--- src/flash_host_pkg.sv ---
// package with command codes, addresses and timing counts for the flash host
package flash_host_pkg;

  // ****************************************
  // clock and timing
  // ****************************************
  localparam int CLOCK_MHZ          = 50;     // system clock rate
  localparam int PAUSE_US           = 10;     // pause after id entry/exit
  localparam int PAUSE_CYCLES       = PAUSE_US * CLOCK_MHZ;
  localparam int LOAD_GAP_US        = 150;    // longest gap between loads
  localparam int LOAD_GAP_CYCLES    = LOAD_GAP_US * CLOCK_MHZ;
  localparam int PU_READ_US         = 100;    // power-up to first read
  localparam int PU_READ_CYCLES     = PU_READ_US * CLOCK_MHZ;
  localparam int PU_WRITE_MS        = 5;      // power-up to first write
  localparam int PU_WRITE_CYCLES    = PU_WRITE_MS * 1000 * CLOCK_MHZ;
  localparam int WRITE_CYCLE_MS     = 10;     // longest internal write
  localparam int WRITE_CYCLE_CYCLES = WRITE_CYCLE_MS * 1000 * CLOCK_MHZ;
  localparam int STROBE_CYCLES      = 4;      // strobe count; low for 5 cycles, 100 ns
  localparam int TIMER_W            = 20;     // unused; the delay timer is 32 bits

  // ****************************************
  // command addresses and data
  // ****************************************
  localparam logic [14:0] ADDR_5555 = 15'h5555;
  localparam logic [14:0] ADDR_2AAA = 15'h2aaa;
  localparam logic [15:0] D_AAAA    = 16'haaaa;
  localparam logic [15:0] D_5555    = 16'h5555;
  localparam logic [15:0] D_A0A0    = 16'ha0a0;
  localparam logic [15:0] D_8080    = 16'h8080;
  localparam logic [15:0] D_2020    = 16'h2020;
  localparam logic [15:0] D_1010    = 16'h1010;
  localparam logic [15:0] D_AA      = 16'h00aa;
  localparam logic [15:0] D_55      = 16'h0055;
  localparam logic [15:0] D_90      = 16'h0090;
  localparam logic [15:0] D_80      = 16'h0080;
  localparam logic [15:0] D_60      = 16'h0060;
  localparam logic [15:0] D_F0      = 16'h00f0;
  localparam int          POLL_BIT  = 7;      // polling status bit
  localparam int          TOGGLE_BIT = 6;     // toggling status bit

  // ****************************************
  // host commands
  // ****************************************
  typedef enum logic [2:0] {
    CMD_READ       = 3'h0,  // plain array read
    CMD_PROG       = 3'h1,  // protected page word load
    CMD_PROT_ON    = 3'h2,  // enable software protection
    CMD_PROT_OFF   = 3'h3,  // disable software protection
    CMD_ERASE      = 3'h4,  // chip erase
    CMD_ID_ENTER   = 3'h5,  // three-write id entry
    CMD_ID_ENTER6  = 3'h6,  // six-write id entry
    CMD_ID_EXIT    = 3'h7   // id exit
  } cmd_t;

  // a command prefix is one of these fixed write lists
  function automatic int seq_len(input cmd_t c);
    unique case (c)
      CMD_PROT_OFF, CMD_ERASE, CMD_ID_ENTER6: seq_len = 6;
      CMD_READ:                               seq_len = 0;
      default:                                seq_len = 3;
    endcase
  endfunction

endpackage

--- src/flash_bus_if.sv ---
// interface carrying one word-bus cycle between sequencer and pin driver
interface flash_bus_if;
  logic        start;   // pulse: begin a cycle
  logic        write;   // cycle is a write
  logic [15:0] addr;    // word address
  logic [15:0] wdata;   // write data
  logic        done;    // pulse: cycle finished
  logic [15:0] rdata;   // captured read data

  modport master (output start, write, addr, wdata, input done, rdata);
  modport slave  (input start, write, addr, wdata, output done, rdata);
endinterface

--- src/flash_pin_driver.sv ---
// one read or write cycle on the flash pins
module flash_pin_driver (
  input  wire logic   clock,
  input  wire logic   reset,
  flash_bus_if.slave  bus,
  output logic        ce_n,
  output logic        oe_n,
  output logic        we_n,
  output logic [15:0] addr_pin,
  output logic [15:0] dq_out,
  output logic        dq_oe,
  input  wire logic [15:0] dq_in
);

  // ****************************************
  // state
  // ****************************************
  typedef enum logic [1:0] {
    P_IDLE = 2'b00,  // pins quiet
    P_LOW  = 2'b01,  // strobe held low
    P_END  = 2'b10,  // write strobe back high, read data taken
    P_DONE = 2'b11   // captured word stands, report done
  } pin_state_t;

  pin_state_t  state, next_state;
  logic [2:0]  count, next_count;       // strobe low time
  logic        wr, next_wr;             // cycle kind
  logic [15:0] next_addr_pin, next_dq_out;
  logic [15:0] sync1, sync2;            // read data synchroniser
  logic [15:0] rdata, next_rdata;

  // next-state logic; strobe wide enough for 70 ns pulse and access
  always_comb
  begin
    next_state    = state;
    next_count    = count;
    next_wr       = wr;
    next_addr_pin = addr_pin;
    next_dq_out   = dq_out;
    next_rdata    = rdata;
    unique case (state)
      P_IDLE:
        if (bus.start)
        begin
          next_state    = P_LOW;
          next_count    = 3'(flash_host_pkg::STROBE_CYCLES);
          next_wr       = bus.write;
          next_addr_pin = bus.addr;
          next_dq_out   = bus.wdata;
        end
      P_LOW:
        if (count == 3'h0)
          next_state = P_END;
        else
          next_count = count - 3'h1;
      P_END:
      begin
        next_state = P_DONE;
        next_rdata = sync2;  // taken after two flops of settling
      end
      // done only once rdata holds this cycle's word, not the last one
      P_DONE:
        next_state = P_IDLE;
    endcase
  end

  // register stage
  always_ff @(posedge clock or posedge reset)
  begin
    if (reset)
    begin
      state    <= P_IDLE;
      count    <= 3'h0;
      wr       <= 1'b0;
      addr_pin <= 16'h0000;
      dq_out   <= 16'h0000;
      rdata    <= 16'h0000;
      sync1    <= 16'h0000;
      sync2    <= 16'h0000;
    end
    else
    begin
      state    <= next_state;
      count    <= next_count;
      wr       <= next_wr;
      addr_pin <= next_addr_pin;
      dq_out   <= next_dq_out;
      rdata    <= next_rdata;
      sync1    <= dq_in;
      sync2    <= sync1;
    end
  end

  // strobes; data bus driven during whole write cycle
  assign ce_n      = (state == P_IDLE);
  assign we_n      = !(state == P_LOW && wr);
  assign oe_n      = !(state != P_IDLE && !wr);
  assign dq_oe     = (state != P_IDLE) && wr;
  assign bus.done  = (state == P_DONE);
  assign bus.rdata = rdata;

endmodule

--- src/flash_host_sequencer.sv ---
// host controller issuing command sequences to a word-wide flash
module flash_host_sequencer #(
  parameter int PU_WRITE_CYCLES    = flash_host_pkg::PU_WRITE_CYCLES,
  parameter int WRITE_CYCLE_CYCLES = flash_host_pkg::WRITE_CYCLE_CYCLES,
  parameter int PAUSE_CYCLES       = flash_host_pkg::PAUSE_CYCLES,
  parameter int PU_READ_CYCLES     = flash_host_pkg::PU_READ_CYCLES
) (
  input  wire logic                  clock,
  input  wire logic                  reset,
  input  wire logic                  cmd_valid,   // request strobe
  input  wire flash_host_pkg::cmd_t  cmd,         // requested operation
  input  wire logic [15:0]           cmd_addr,    // read/program address
  input  wire logic [15:0]           cmd_data,    // program data
  input  wire logic                  cmd_last,    // last word of page
  output logic                       cmd_ready,   // idle, may take request
  output logic                       resp_valid,  // read data valid pulse
  output logic [15:0]                resp_data,   // read data
  output logic                       busy_wait,   // waiting on write cycle
  output logic                       timeout,     // write cycle overran
  output logic                       id_mode,     // id mode believed on
  output logic                       protected_on,// protection believed on
  output logic                       ce_n,
  output logic                       oe_n,
  output logic                       we_n,
  output logic [15:0]                addr_pin,
  output logic [15:0]                dq_out,
  output logic                       dq_oe,
  input  wire logic [15:0]           dq_in
);

  // ****************************************
  // types and state
  // ****************************************
  typedef enum logic [2:0] {
    S_POWERUP = 3'b000,  // waiting after reset
    S_IDLE    = 3'b001,  // accepting commands
    S_PREFIX  = 3'b010,  // issuing command writes
    S_DATA    = 3'b011,  // issuing data word or read
    S_PAUSE   = 3'b100,  // fixed pause after id command
    S_POLL    = 3'b101   // polling for write completion
  } seq_state_t;

  seq_state_t                      state, next_state;
  flash_host_pkg::cmd_t            cur, next_cur;
  logic [2:0]                      step, next_step;
  logic [31:0]                     timer, next_timer;
  logic [31:0]                     since_pu, next_since_pu;
  logic                            waiting, next_waiting;   // bus cycle out
  logic                            last, next_last;
  logic [15:0]                     a_hold, next_a_hold;
  logic [15:0]                     d_hold, next_d_hold;
  logic [15:0]                     prev, next_prev;         // toggle compare
  logic                            first_poll, next_first_poll;
  logic                            next_id_mode, next_protected_on;
  logic                            next_timeout, next_resp_valid;
  logic [15:0]                     next_resp_data;

  flash_bus_if bus ();

  flash_pin_driver u_pins (
    .clock    (clock),
    .reset    (reset),
    .bus      (bus.slave),
    .ce_n     (ce_n),
    .oe_n     (oe_n),
    .we_n     (we_n),
    .addr_pin (addr_pin),
    .dq_out   (dq_out),
    .dq_oe    (dq_oe),
    .dq_in    (dq_in)
  );

  // ****************************************
  // command table
  // ****************************************
  // address and data of write n of a command
  function automatic logic [30:0] seq_word(input flash_host_pkg::cmd_t c,
                                           input logic [2:0] n);
    logic        wide;
    logic [15:0] d;
    logic [14:0] a;
    wide = (c == flash_host_pkg::CMD_PROG) ||
           (c == flash_host_pkg::CMD_PROT_ON) ||
           (c == flash_host_pkg::CMD_PROT_OFF) ||
           (c == flash_host_pkg::CMD_ERASE);
    a = (n == 3'd1 || n == 3'd4) ? flash_host_pkg::ADDR_2AAA
                                 : flash_host_pkg::ADDR_5555;
    unique case (n)
      3'd0, 3'd3: d = wide ? flash_host_pkg::D_AAAA : flash_host_pkg::D_AA;
      3'd1, 3'd4: d = wide ? flash_host_pkg::D_5555 : flash_host_pkg::D_55;
      3'd2:
        unique case (c)
          flash_host_pkg::CMD_ID_ENTER:  d = flash_host_pkg::D_90;
          flash_host_pkg::CMD_ID_ENTER6: d = flash_host_pkg::D_80;
          flash_host_pkg::CMD_ID_EXIT:   d = flash_host_pkg::D_F0;
          flash_host_pkg::CMD_PROT_OFF,
          flash_host_pkg::CMD_ERASE:     d = flash_host_pkg::D_8080;
          default:                       d = flash_host_pkg::D_A0A0;
        endcase
      default:
        unique case (c)
          flash_host_pkg::CMD_PROT_OFF:  d = flash_host_pkg::D_2020;
          flash_host_pkg::CMD_ERASE:     d = flash_host_pkg::D_1010;
          default:                       d = flash_host_pkg::D_60;
        endcase
    endcase
    seq_word = {a, d};
  endfunction

  // ****************************************
  // sequencer next state
  // ****************************************
  // every program write carries the prefix, so protection is never
  // assumed off by accident
  always_comb
  begin
    logic [30:0] w;
    w               = seq_word(cur, step);
    next_state      = state;
    next_cur        = cur;
    next_step       = step;
    next_timer      = (timer != 32'h0) ? timer - 32'h1 : 32'h0;
    next_since_pu   = (since_pu != 32'hffffffff) ? since_pu + 32'h1 : since_pu;
    next_waiting    = waiting;
    next_last       = last;
    next_a_hold     = a_hold;
    next_d_hold     = d_hold;
    next_prev       = prev;
    next_first_poll = first_poll;
    next_id_mode    = id_mode;
    next_protected_on = protected_on;
    next_timeout    = 1'b0;
    next_resp_valid = 1'b0;
    next_resp_data  = resp_data;
    bus.start       = 1'b0;
    bus.write       = 1'b1;
    bus.addr        = {1'b0, w[30:16]};
    bus.wdata       = w[15:0];
    unique case (state)
      S_POWERUP:
        if (since_pu >= 32'(PU_WRITE_CYCLES))
          next_state = S_IDLE;
      S_IDLE:
        if (cmd_valid)
        begin
          next_cur    = cmd;
          next_step   = 3'd0;
          next_a_hold = cmd_addr;
          next_d_hold = cmd_data;
          next_last   = cmd_last;
          next_state  = (cmd == flash_host_pkg::CMD_READ) ? S_DATA : S_PREFIX;
        end
      S_PREFIX:
        if (!waiting)
        begin
          bus.start    = 1'b1;
          next_waiting = 1'b1;
        end
        else if (bus.done)
        begin
          next_waiting = 1'b0;
          if (32'(step) + 1 < flash_host_pkg::seq_len(cur))
            next_step = step + 3'd1;
          else if (cur == flash_host_pkg::CMD_PROG)
            next_state = S_DATA;
          else
          begin
            unique case (cur)
              flash_host_pkg::CMD_PROT_ON:  next_protected_on = 1'b1;
              flash_host_pkg::CMD_PROT_OFF: next_protected_on = 1'b0;
              flash_host_pkg::CMD_ID_ENTER,
              flash_host_pkg::CMD_ID_ENTER6: next_id_mode = 1'b1;
              flash_host_pkg::CMD_ID_EXIT:   next_id_mode = 1'b0;
              default: ;
            endcase
            if (cur == flash_host_pkg::CMD_ERASE ||
                cur == flash_host_pkg::CMD_PROT_ON ||
                cur == flash_host_pkg::CMD_PROT_OFF)
            begin
              // erase and protect commands take no data word; poll out the write cycle
              next_state      = S_POLL;
              next_timer      = 32'(WRITE_CYCLE_CYCLES);
              next_first_poll = 1'b1;
            end
            else
            begin
              next_state = S_PAUSE;
              next_timer = 32'(PAUSE_CYCLES);
            end
          end
        end
      S_DATA:
      begin
        bus.write = (cur != flash_host_pkg::CMD_READ);
        bus.addr  = a_hold;
        bus.wdata = d_hold;
        if (!waiting && (bus.write || since_pu >= 32'(PU_READ_CYCLES)))
        begin
          bus.start    = 1'b1;
          next_waiting = 1'b1;
        end
        else if (waiting && bus.done)
        begin
          next_waiting = 1'b0;
          if (!bus.write)
          begin
            next_resp_valid = 1'b1;
            next_resp_data  = bus.rdata;
            next_state      = S_IDLE;
          end
          else if (last)
          begin
            // stop loading; device programs after its window
            next_state      = S_POLL;
            next_timer      = 32'(WRITE_CYCLE_CYCLES);
            next_first_poll = 1'b1;
          end
          else
            next_state = S_IDLE;  // next word must follow promptly
        end
      end
      S_PAUSE:
        if (timer == 32'h0)
          next_state = S_IDLE;
      S_POLL:
      begin
        // read the last word until the toggling bit stands still
        bus.write = 1'b0;
        bus.addr  = a_hold;
        if (!waiting)
        begin
          bus.start    = 1'b1;
          next_waiting = 1'b1;
        end
        else if (bus.done)
        begin
          next_waiting    = 1'b0;
          next_prev       = bus.rdata;
          next_first_poll = 1'b0;
          if (!first_poll && bus.rdata[flash_host_pkg::TOGGLE_BIT] ==
              prev[flash_host_pkg::TOGGLE_BIT])
            next_state = S_IDLE;
          else if (timer == 32'h0)
          begin
            next_timeout = 1'b1;
            next_state   = S_IDLE;
          end
        end
      end
      default:
        next_state = S_IDLE;
    endcase
  end

  // register stage; id belief clears at reset like power loss
  always_ff @(posedge clock or posedge reset)
  begin
    if (reset)
    begin
      state        <= S_POWERUP;
      cur          <= flash_host_pkg::CMD_READ;
      step         <= 3'd0;
      timer        <= 32'h0;
      since_pu     <= 32'h0;
      waiting      <= 1'b0;
      last         <= 1'b0;
      a_hold       <= 16'h0000;
      d_hold       <= 16'h0000;
      prev         <= 16'h0000;
      first_poll   <= 1'b0;
      id_mode      <= 1'b0;
      protected_on <= 1'b1;  // shipped protected
      timeout      <= 1'b0;
      resp_valid   <= 1'b0;
      resp_data    <= 16'h0000;
    end
    else
    begin
      state        <= next_state;
      cur          <= next_cur;
      step         <= next_step;
      timer        <= next_timer;
      since_pu     <= next_since_pu;
      waiting      <= next_waiting;
      last         <= next_last;
      a_hold       <= next_a_hold;
      d_hold       <= next_d_hold;
      prev         <= next_prev;
      first_poll   <= next_first_poll;
      id_mode      <= next_id_mode;
      protected_on <= next_protected_on;
      timeout      <= next_timeout;
      resp_valid   <= next_resp_valid;
      resp_data    <= next_resp_data;
    end
  end

  assign cmd_ready = (state == S_IDLE);
  assign busy_wait = (state == S_POLL);

  // ****************************************
  // checks
  // ****************************************
  chk_no_early_write: assert property (@(posedge clock) disable iff (reset)
    !we_n |-> since_pu >= 32'(PU_WRITE_CYCLES))
    else $error("write strobe before power-up delay");
  chk_read_delay: assert property (@(posedge clock) disable iff (reset)
    !oe_n |-> since_pu >= 32'(PU_READ_CYCLES))
    else $error("read before power-up read delay");
  chk_pause_hold: assert property (@(posedge clock) disable iff (reset)
    $rose(state == S_PAUSE) |-> ce_n [*8])
    else $error("bus active during pause");
  chk_first_cmd: assert property (@(posedge clock) disable iff (reset)
    (state == S_PREFIX && step == 3'd0 && bus.start) |->
    bus.addr[14:0] == flash_host_pkg::ADDR_5555)
    else $error("command does not open at 5555");
  chk_prot_seq: assert property (@(posedge clock) disable iff (reset)
    (state == S_PREFIX && cur == flash_host_pkg::CMD_PROT_ON && step == 3'd2
     && bus.start) |-> bus.wdata == flash_host_pkg::D_A0A0)
    else $error("wrong protect code");
  chk_erase_seq: assert property (@(posedge clock) disable iff (reset)
    (state == S_PREFIX && cur == flash_host_pkg::CMD_ERASE && step == 3'd5
     && bus.start) |-> bus.wdata == flash_host_pkg::D_1010)
    else $error("wrong erase code");
  chk_id_flag: assert property (@(posedge clock) disable iff (reset)
    $rose(id_mode) |-> $past(cur) != flash_host_pkg::CMD_ID_EXIT)
    else $error("id flag set by exit");
  chk_poll_bound: assert property (@(posedge clock) disable iff (reset)
    timeout |-> $past(state) == S_POLL)
    else $error("timeout outside polling");
  cov_erase: cover property (@(posedge clock) state == S_POLL &&
    cur == flash_host_pkg::CMD_ERASE);
  cov_id: cover property (@(posedge clock) $rose(id_mode));
  cov_read: cover property (@(posedge clock) resp_valid);

endmodule

--- config.mk ---
export PLATFORM = sky130hd
export DESIGN_NAME = flash_host_sequencer
export DESIGN_NICKNAME = d
export VERILOG_FILES = /design/src/flash_host_pkg.sv /design/src/flash_bus_if.sv /design/src/flash_pin_driver.sv /design/src/flash_host_sequencer.sv
export SDC_FILE = /design/constraint.sdc
export NUM_CORES = 1
export LEC_CHECK = 0
export BUFFER_PORTS_ARGS = -buffer_cell sky130_fd_sc_hd__buf_2
export CORE_ASPECT_RATIO = 1.75
export CORE_MARGIN = 2
export CORE_UTILIZATION = 30
export CTS_CLUSTER_DIAMETER = 120
export DETAILED_ROUTE_END_ITERATION = 8
export SLEW_MARGIN = 20
export SYNTH_ARGS = -nofsm -noshare
export SYNTH_HDL_FRONTEND = slang
export SYNTH_SLANG_ARGS = --single-unit
--- constraint.sdc ---
create_clock -name clock -period 15.8 [get_ports clock]
set_clock_uncertainty 0.05 [all_clocks]
set_input_delay 0 -clock clock [delete_from_list [all_inputs] [get_ports clock]]
set_output_delay 0 -clock clock [all_outputs]
set_load 0.05 [all_outputs]
## Word level (Yosys, flattened, before mapping)

Index checks and enable logic that the tools add are counted.

- Register bits after elaboration: 221
- Input bits: 55
- Output and inout port bits: 58
- Word-level logic and storage cells: 211

- Add/sub/neg operators: 5
- Order comparisons: 3
- Equality and inequality tests: 39
- Mux-type cells: 83
- Bitwise operators: 4
- Reductions and logical operators: 53

Operator list:

| kind | number |
|---|---|
| 32-bit two-way mux | 12 |
| 16-bit one-hot mux with 4 select lines | 1 |
| 32-bit one-hot mux with 2 select lines | 1 |
| 3-bit two-way mux | 20 |
| 16-bit two-way mux | 3 |
| 16-bit one-hot mux with 3 select lines | 1 |
| 32-bit by 1-bit adder with 32-bit output (second input constant) | 1 |
| 32-bit by 13-bit greater-or-equal comparator with 1-bit output (second input constant) | 1 |
| 32-bit by 18-bit greater-or-equal comparator with 1-bit output (second input constant) | 1 |
| 32-bit logical NOT | 1 |
| 4-bit by 32-bit < comparator with 1-bit output | 1 |
| 32-bit inequality test (second input constant) | 1 |
| 32-bit nonzero test | 1 |
| 32-bit by 1-bit subtractor with 32-bit output (second input constant) | 1 |
| 15-bit two-way mux | 2 |
| 1-bit two-way mux | 28 |
| 14-bit one-hot mux with 2 select lines | 1 |
| 2-bit inequality test (second input constant) | 13 |
| 3-bit == test (second input constant) | 7 |
| 19-bit two-way mux | 1 |
| 3-bit by 2-bit == test with 1-bit output (second input constant) | 6 |
| 3-bit one-hot mux with 2 select lines | 3 |
| 3-bit one-hot mux with 6 select lines | 1 |
| 3-bit logical NOT | 5 |
| other kinds (29) | 74 |

## Longest topological paths before layout

- Depth in word-level cells: 11
- Depth in mapped cells: 11
- Depth with buffers taken out: 9

## By module

A second synthesis with hierarchy kept.

- Cells, all modules: 885
- Area, all modules: 9753.1 µm²

Modules (own cells, without submodules):

| module | times used | cells each | area an instance (µm²) | seq. area each (µm²) |
|---|---|---|---|---|
| flash_host_sequencer | 1 | 709 | 6631.4 | 3229.3 |
| flash_pin_driver | 1 | 176 | 3121.7 | 2152.1 |

## Least setup slack after synthesis

No wires, ideal clock.

- Path type: reg-to-reg
- Start: register step[0]
- End: register state[0]
- Library setup time: 127 ps
- Arrival time: 2347 ps
- Required time: 15623 ps
- Slack: 13275 ps
- Stages on the path, launching flop included: 10
- Path buffers: 0
- Clock period less this slack: 2525 ps
- Cells stage by stage: dfrtp_1 ha_1 ha_1 inv_1 ha_1 a21oi_1 nand2_1 a311o_1 and3_1 mux2_1

- Word-level cells in the longest chain between the ends: 4

RTL lines:

| what | line | RTL |
|---|---|---|
| start, declared | flash_host_sequencer.sv:45 | `logic [2:0] step, next_step;` |
| start signal, assigned | flash_host_sequencer.sv:281 | `step <= next_step;` |
| 3-bit by 1-bit adder with 4-bit output | flash_host_sequencer.sv:162 | `if (32'(step) + 1 < flash_host_pkg::seq_len(cur))` |
| 4-bit by 32-bit < comparator with 1-bit output | flash_host_sequencer.sv:162 |  |
| 2-bit inequality test (no source line) | - |  |
| 9-bit AND reduction (no source line) | - |  |
| end signal, assigned | flash_host_sequencer.sv:279 | `state <= next_state;` |
| end, declared | flash_host_sequencer.sv:43 | `seq_state_t state, next_state;` |

Every way passes these cells.
A chain may end at the register's enable or synchronous reset.

## Final worst setup path

- Start: register cur[2]
- End: register timer[7]

- Word-level cells in the longest chain between the ends: 11
- Elaborated cells between the ends (all ways): 26
- Classes of those cells: 1 x order compare; 5 x eq/ne; 13 x mux; 7 x reduce/logical

RTL lines:

| what | line | RTL |
|---|---|---|
| start, declared | flash_host_sequencer.sv:44 | `flash_host_pkg::cmd_t cur, next_cur;` |
| start signal, assigned | flash_host_sequencer.sv:261 | `cur <= flash_host_pkg::CMD_READ;` |
| start signal, assigned | flash_host_sequencer.sv:280 | `cur <= next_cur;` |
| 3-bit == test (tied with other cells) | flash_host_pkg.sv:57, flash_host_sequencer.sv:176 |  |
| 3-bit OR reduction | flash_host_pkg.sv:57 | `unique case (c)` |
| 3-bit one-hot mux with 2 select lines | flash_host_pkg.sv:57 |  |
| 32-bit two-way mux | flash_host_sequencer.sv:159 | `else if (bus.done)` |
| 32-bit two-way mux | flash_host_sequencer.sv:154 | `if (!waiting)` |
| 32-bit two-way mux | flash_host_sequencer.sv:139 | `unique case (state)` |
| 4-bit by 32-bit < comparator with 1-bit output | flash_host_sequencer.sv:162 |  |
| 32-bit two-way mux | flash_host_sequencer.sv:162 |  |
| 32-bit two-way mux | flash_host_sequencer.sv:159 |  |
| 32-bit two-way mux | flash_host_sequencer.sv:154 |  |
| 32-bit one-hot mux with 2 select lines (*) | flash_host_sequencer.sv:139 |  |
| named net next_timer[7] | flash_host_sequencer.sv:46 | `logic [31:0] timer, next_timer;` |
| end signal, assigned | flash_host_sequencer.sv:282 | `timer <= next_timer;` |
| end, declared | flash_host_sequencer.sv:46 |  |

Mark *: on every way through the listed nets, which the timed path passes. The rest lies on a longest branch. The select of a mux whose other input is x is not followed.

==> run_results.csv <==
group,metric,value,unit
detailed_routing,drtIter0Drc,365,
flow_run,cap_violations,0,
clock_tree,cts_tree,"done",
final_layout,diodes,0,
yosys,synth_compound_area_frac,0.0790,
floorplanning,coreArea,32300,um2
clock_tree,root_buffer,"clkbuf_16",
clock_tree,post_cts_buffers,0,
setup_path,crit_required,16.10,ns
setup_path,cp_max_fo,22,
power,p_sw,1.04,mW
floorplanning,die_y,244,um
yosys,async_reset_ff_frac,1.00,
floorplanning,fp.dieW,141,um
detailed_routing,post-route-drc-count,0,
yosys,synthMuxAreaShare,0.0846,
clock_tree,numCtsBuffers,20,
setup_path,cp-end-kind,"flip-flop",
yosys,synth_xor_xnor_area_share,0.0506,
power,vdd_ir_drop_max,0.0000871,V
placement,dp_hpwl,16.5,mm
floorplanning,dieArea,34400,um2
clock_tree,clock_sinks,215,
detailed_routing,vias,7278,
final_layout,seq_area,5380,um2
final_layout,multiInputGateArea,4190,um2
setup_path,cpLargestDelayFamily,"compound AO/OA/AOI/OAI gates",
yosys,yosysUniqueCellTypes,76,
global_routing,grt_usage,0.139,
yosys,syn_area,9860,um2
setup_path,max_stage_delay,0.74,ns
yosys,synth_nets,996,
sta,tns,0,ns
clock_tree,clkSlewWorstSetupHoldPaths,0.07,ns
floorplanning,io-pin-count,113,
setup_path,path_cells,"or3_1, inv_1, ha_1, a21oi_1, a211oi_1, a211oi_1, o21ai_2, o21ai_0",
final_layout,layout_commonest_cell,"dfrtp_1",
clock_tree,cts_resized,0,
clock_tree,clk_latency,0.51,ns
yosys,ys.flop_type,"dfrtp_1",
detailed_routing,ant_nets,0,
sta,finalWorstSetupSlack,12.69,ns
setup_path,crit_top_cell,"a211oi_1",
placement,place_ws,12.71,ns
setup_path,path_buf_inv,1,
setup_path,crit_path_start_kind,"flip-flop",
clock_tree,ctsHtreeMaxLevel,1,
placement,gp_congestion,0.842,
final_layout,area_growth,21.7,%
final_layout,nNetsFinal,1158,
sta,period_minus_slack,3.11,ns
yosys,synth_fa_ha_area_frac,0.0228,
power,p_int,1.33,mW
floorplanning,initial_core_util,0.305,
power,power.share.combinational,0.435,
power,power_frac_seq,0.365,
clock_tree,cts_hold_buf,53,
floorplanning,rows,87,
global_routing,first_global_vias,7555,
setup_path,slowest_stage,"o21ai_2",
sta,slew_headroom,0.348,
sta,fmax,322,MHz
power,leakage,5.68,nW
yosys,ys_seq_elements,215,
global_routing,grt_pass1_wl,39.0,mm
sta,setup_viol,0,
global_routing,grt_max_degree,87,
detailed_routing,viasPerCell,4.86,
sta,hold_viol_final,0,
yosys,synth_top_family_by_area,"simple AND/OR/NAND/NOR gates",
setup_path,cp_data_arrival_time,3.41,ns
power,p_per_area,197,nW/um2
power,power_frac_clock,0.201,
yosys,ys_seq_area_frac,0.546,
sta,rsz0062_at_grt,"false",
yosys,synthSimpleGateAreaFrac,0.187,
yosys,synth_cells,923,
hold_path,hp-class,"input pin to async pin",
final_layout,n_fill_cell,3180,
final_layout,layout-drive-gt1-share,0.201,
global_routing,antenna_found_initial,0,
sta,worstMarginPinSlew,0.975,ns
yosys,synth_area_per_cell,10.7,um2
setup_path,worstSetupPathType,"flip-flop to flip-flop",
final_layout,layout_common_cells,"dfrtp_1 (214), nand2_1 (166), buf_2 (112), nor2_1 (56), dlygate4sd3_1 (53)",
detailed_routing,routed_wl,23.6,mm
detailed_routing,dr.pass1.iters,4,
yosys,synth_edf_count,0,
outcome,status,"finished clean",
global_routing,grt.overflow.total,0,
yosys,ys.warnings.count,0,
sta,min_period_over_period,0.197,
power,swShare,0.437,
sta,drv_slew,0,
placement,numPortBuffers,112,
clock_tree,clockBufferDepth,3,
detailed_routing,wl_per_cell,15.8,um
## state kept, by name, summed over array words and instances, names as in the netlist
name / cells
a_hold: 16
cur: 3
d_hold: 16
first_poll: 1
id_mode: 1
last: 1
prev: 1
protected_on: 1
resp_data: 16
resp_valid: 1
since_pu: 32
state: 3
step: 3
timeout: 1
timer: 32
u_pins.addr_pin: 16
u_pins.bus.rdata: 16
u_pins.count: 3
u_pins.dq_out: 16
u_pins.state: 2
u_pins.sync1: 16
u_pins.sync2: 16
u_pins.wr: 1
waiting: 1
## layout make-up
class / count / share of cell area
clock buffer: 25 / 0.0458
clock inverter: 10 / 0.00761
inverter: 39 / 0.0128
multi-input combinational: 637 / 0.349
sequential: 215 / 0.448
tap: 400 / 0.0417
timing repair buffer: 172 / 0.0953
## per-layer routing
| metal | vias to the layer above | wire, um | track usage |
|---|---|---|---|
| li1 | 3510 | - | - |
| met1 | 3622 | 9040 | 0.153 |
| met2 | 101 | 13100 | 0.265 |
| met3 | 45 | 696 | 0.0189 |
| met4 | 0 | 755 | 0.0535 |
| met5 | - | 0 | 0 |
## synth_stat cells, types with 3 or more instances
| cell type | count | share of area |
|---|---|---|
| dfrtp_1 | 214 | 0.54 |
| nand2_1 | 166 | 0.063 |
| nor2_1 | 56 | 0.021 |
| mux2_2 | 42 | 0.048 |
| inv_1 | 38 | 0.014 |
| o21ai_0 | 33 | 0.017 |
| xnor2_1 | 31 | 0.028 |
| a21oi_1 | 27 | 0.014 |
| xor2_1 | 26 | 0.023 |
| clkbuf_1 | 21 | 0.0080 |
| nand4_1 | 19 | 0.012 |
| ha_1 | 18 | 0.023 |
| mux2_1 | 17 | 0.019 |
| mux2i_1 | 17 | 0.017 |
| nand3_1 | 17 | 0.0086 |
| and3_1 | 14 | 0.0089 |
| nor3_1 | 14 | 0.0071 |
| or3_1 | 9 | 0.0057 |
| a211oi_1 | 7 | 0.0053 |
| nor3b_1 | 7 | 0.0053 |
| o31ai_1 | 7 | 0.0053 |
| or2_2 | 7 | 0.0044 |
| and2_1 | 6 | 0.0038 |
| and4_1 | 6 | 0.0053 |
| buf_2 | 6 | 0.0030 |
| nor4_1 | 6 | 0.0038 |
| nand2b_1 | 5 | 0.0032 |
| o211ai_1 | 5 | 0.0038 |
| or4_1 | 5 | 0.0038 |
| a31oi_1 | 4 | 0.0025 |
| nand4b_1 | 4 | 0.0036 |
| nor2b_1 | 4 | 0.0025 |
| a22o_1 | 3 | 0.0027 |
| a41oi_1 | 3 | 0.0027 |
| buf_6 | 3 | 0.0034 |
| nand3b_1 | 3 | 0.0023 |
| o22ai_1 | 3 | 0.0019 |
| o31a_1 | 3 | 0.0027 |
## worst paths after layout
path	slack, ns	endpoint	cells past startpoint	from
worst max register to register	12.69	timer[7]	8	cur[2]
worst max-delay path	12.69	timer[7]	8	cur[2]
worst min register to register	0.29	u_pins.sync2[13]	0	u_pins.sync1[13]
max in group asynchronous	14.32	u_pins.dq_out[8]	4	reset
worst min-delay path	0.06	u_pins.sync1[4]	3	reset
min in group clock	0.08	u_pins.sync1[9]	2	dq_in[9]
## stage by stage
step | instance area (um2) | hold WS [ns] | utilization | power, mW | instances
2_1_floorplan | 9860 | -0.0186 | - | 1.64 | 923
3_3_place_gp | 10800 | 0.0583 | 0.335 | 1.88 | 1410
3_5_place_dp | 10800 | 0.0595 | 0.335 | 1.90 | 1410
4_1_cts | 12000 | 0.0597 | 0.371 | 2.40 | 1498
5_1_grt | 12000 | 0.0784 | 0.371 | 2.53 | 1498
6_report | 12000 | 0.0576 | 0.371 | 2.37 | 1498
## tightest hold or removal path, cell delays in order
cell	delay, ns
dlygate4sd3_1	0.53
buf_2	0.15
inv_8	0.40
## logic make-up (layout without fill, tap and decap cells)
logic type / count (synthesis) / after routing
mux: 76 / 76
flops: 215 / 215
simple gates: 368 / 368
xor+xnor: 57 / 57
buf+inv: 71 / 246
compound gates: 118 / 118
fa+ha+maj: 18 / 18
## power by group through the flow
stage,logic (mW),clock network [mW],registers (mW)
finish,1.03,0.476,0.864
detailed placement,1.03,0,0.873
floorplan,0.610,0,1.03
CTS,1.04,0.492,0.865
global route,1.13,0.512,0.888
global placement,1.02,0,0.866
(Power assumes the default switching activity.)
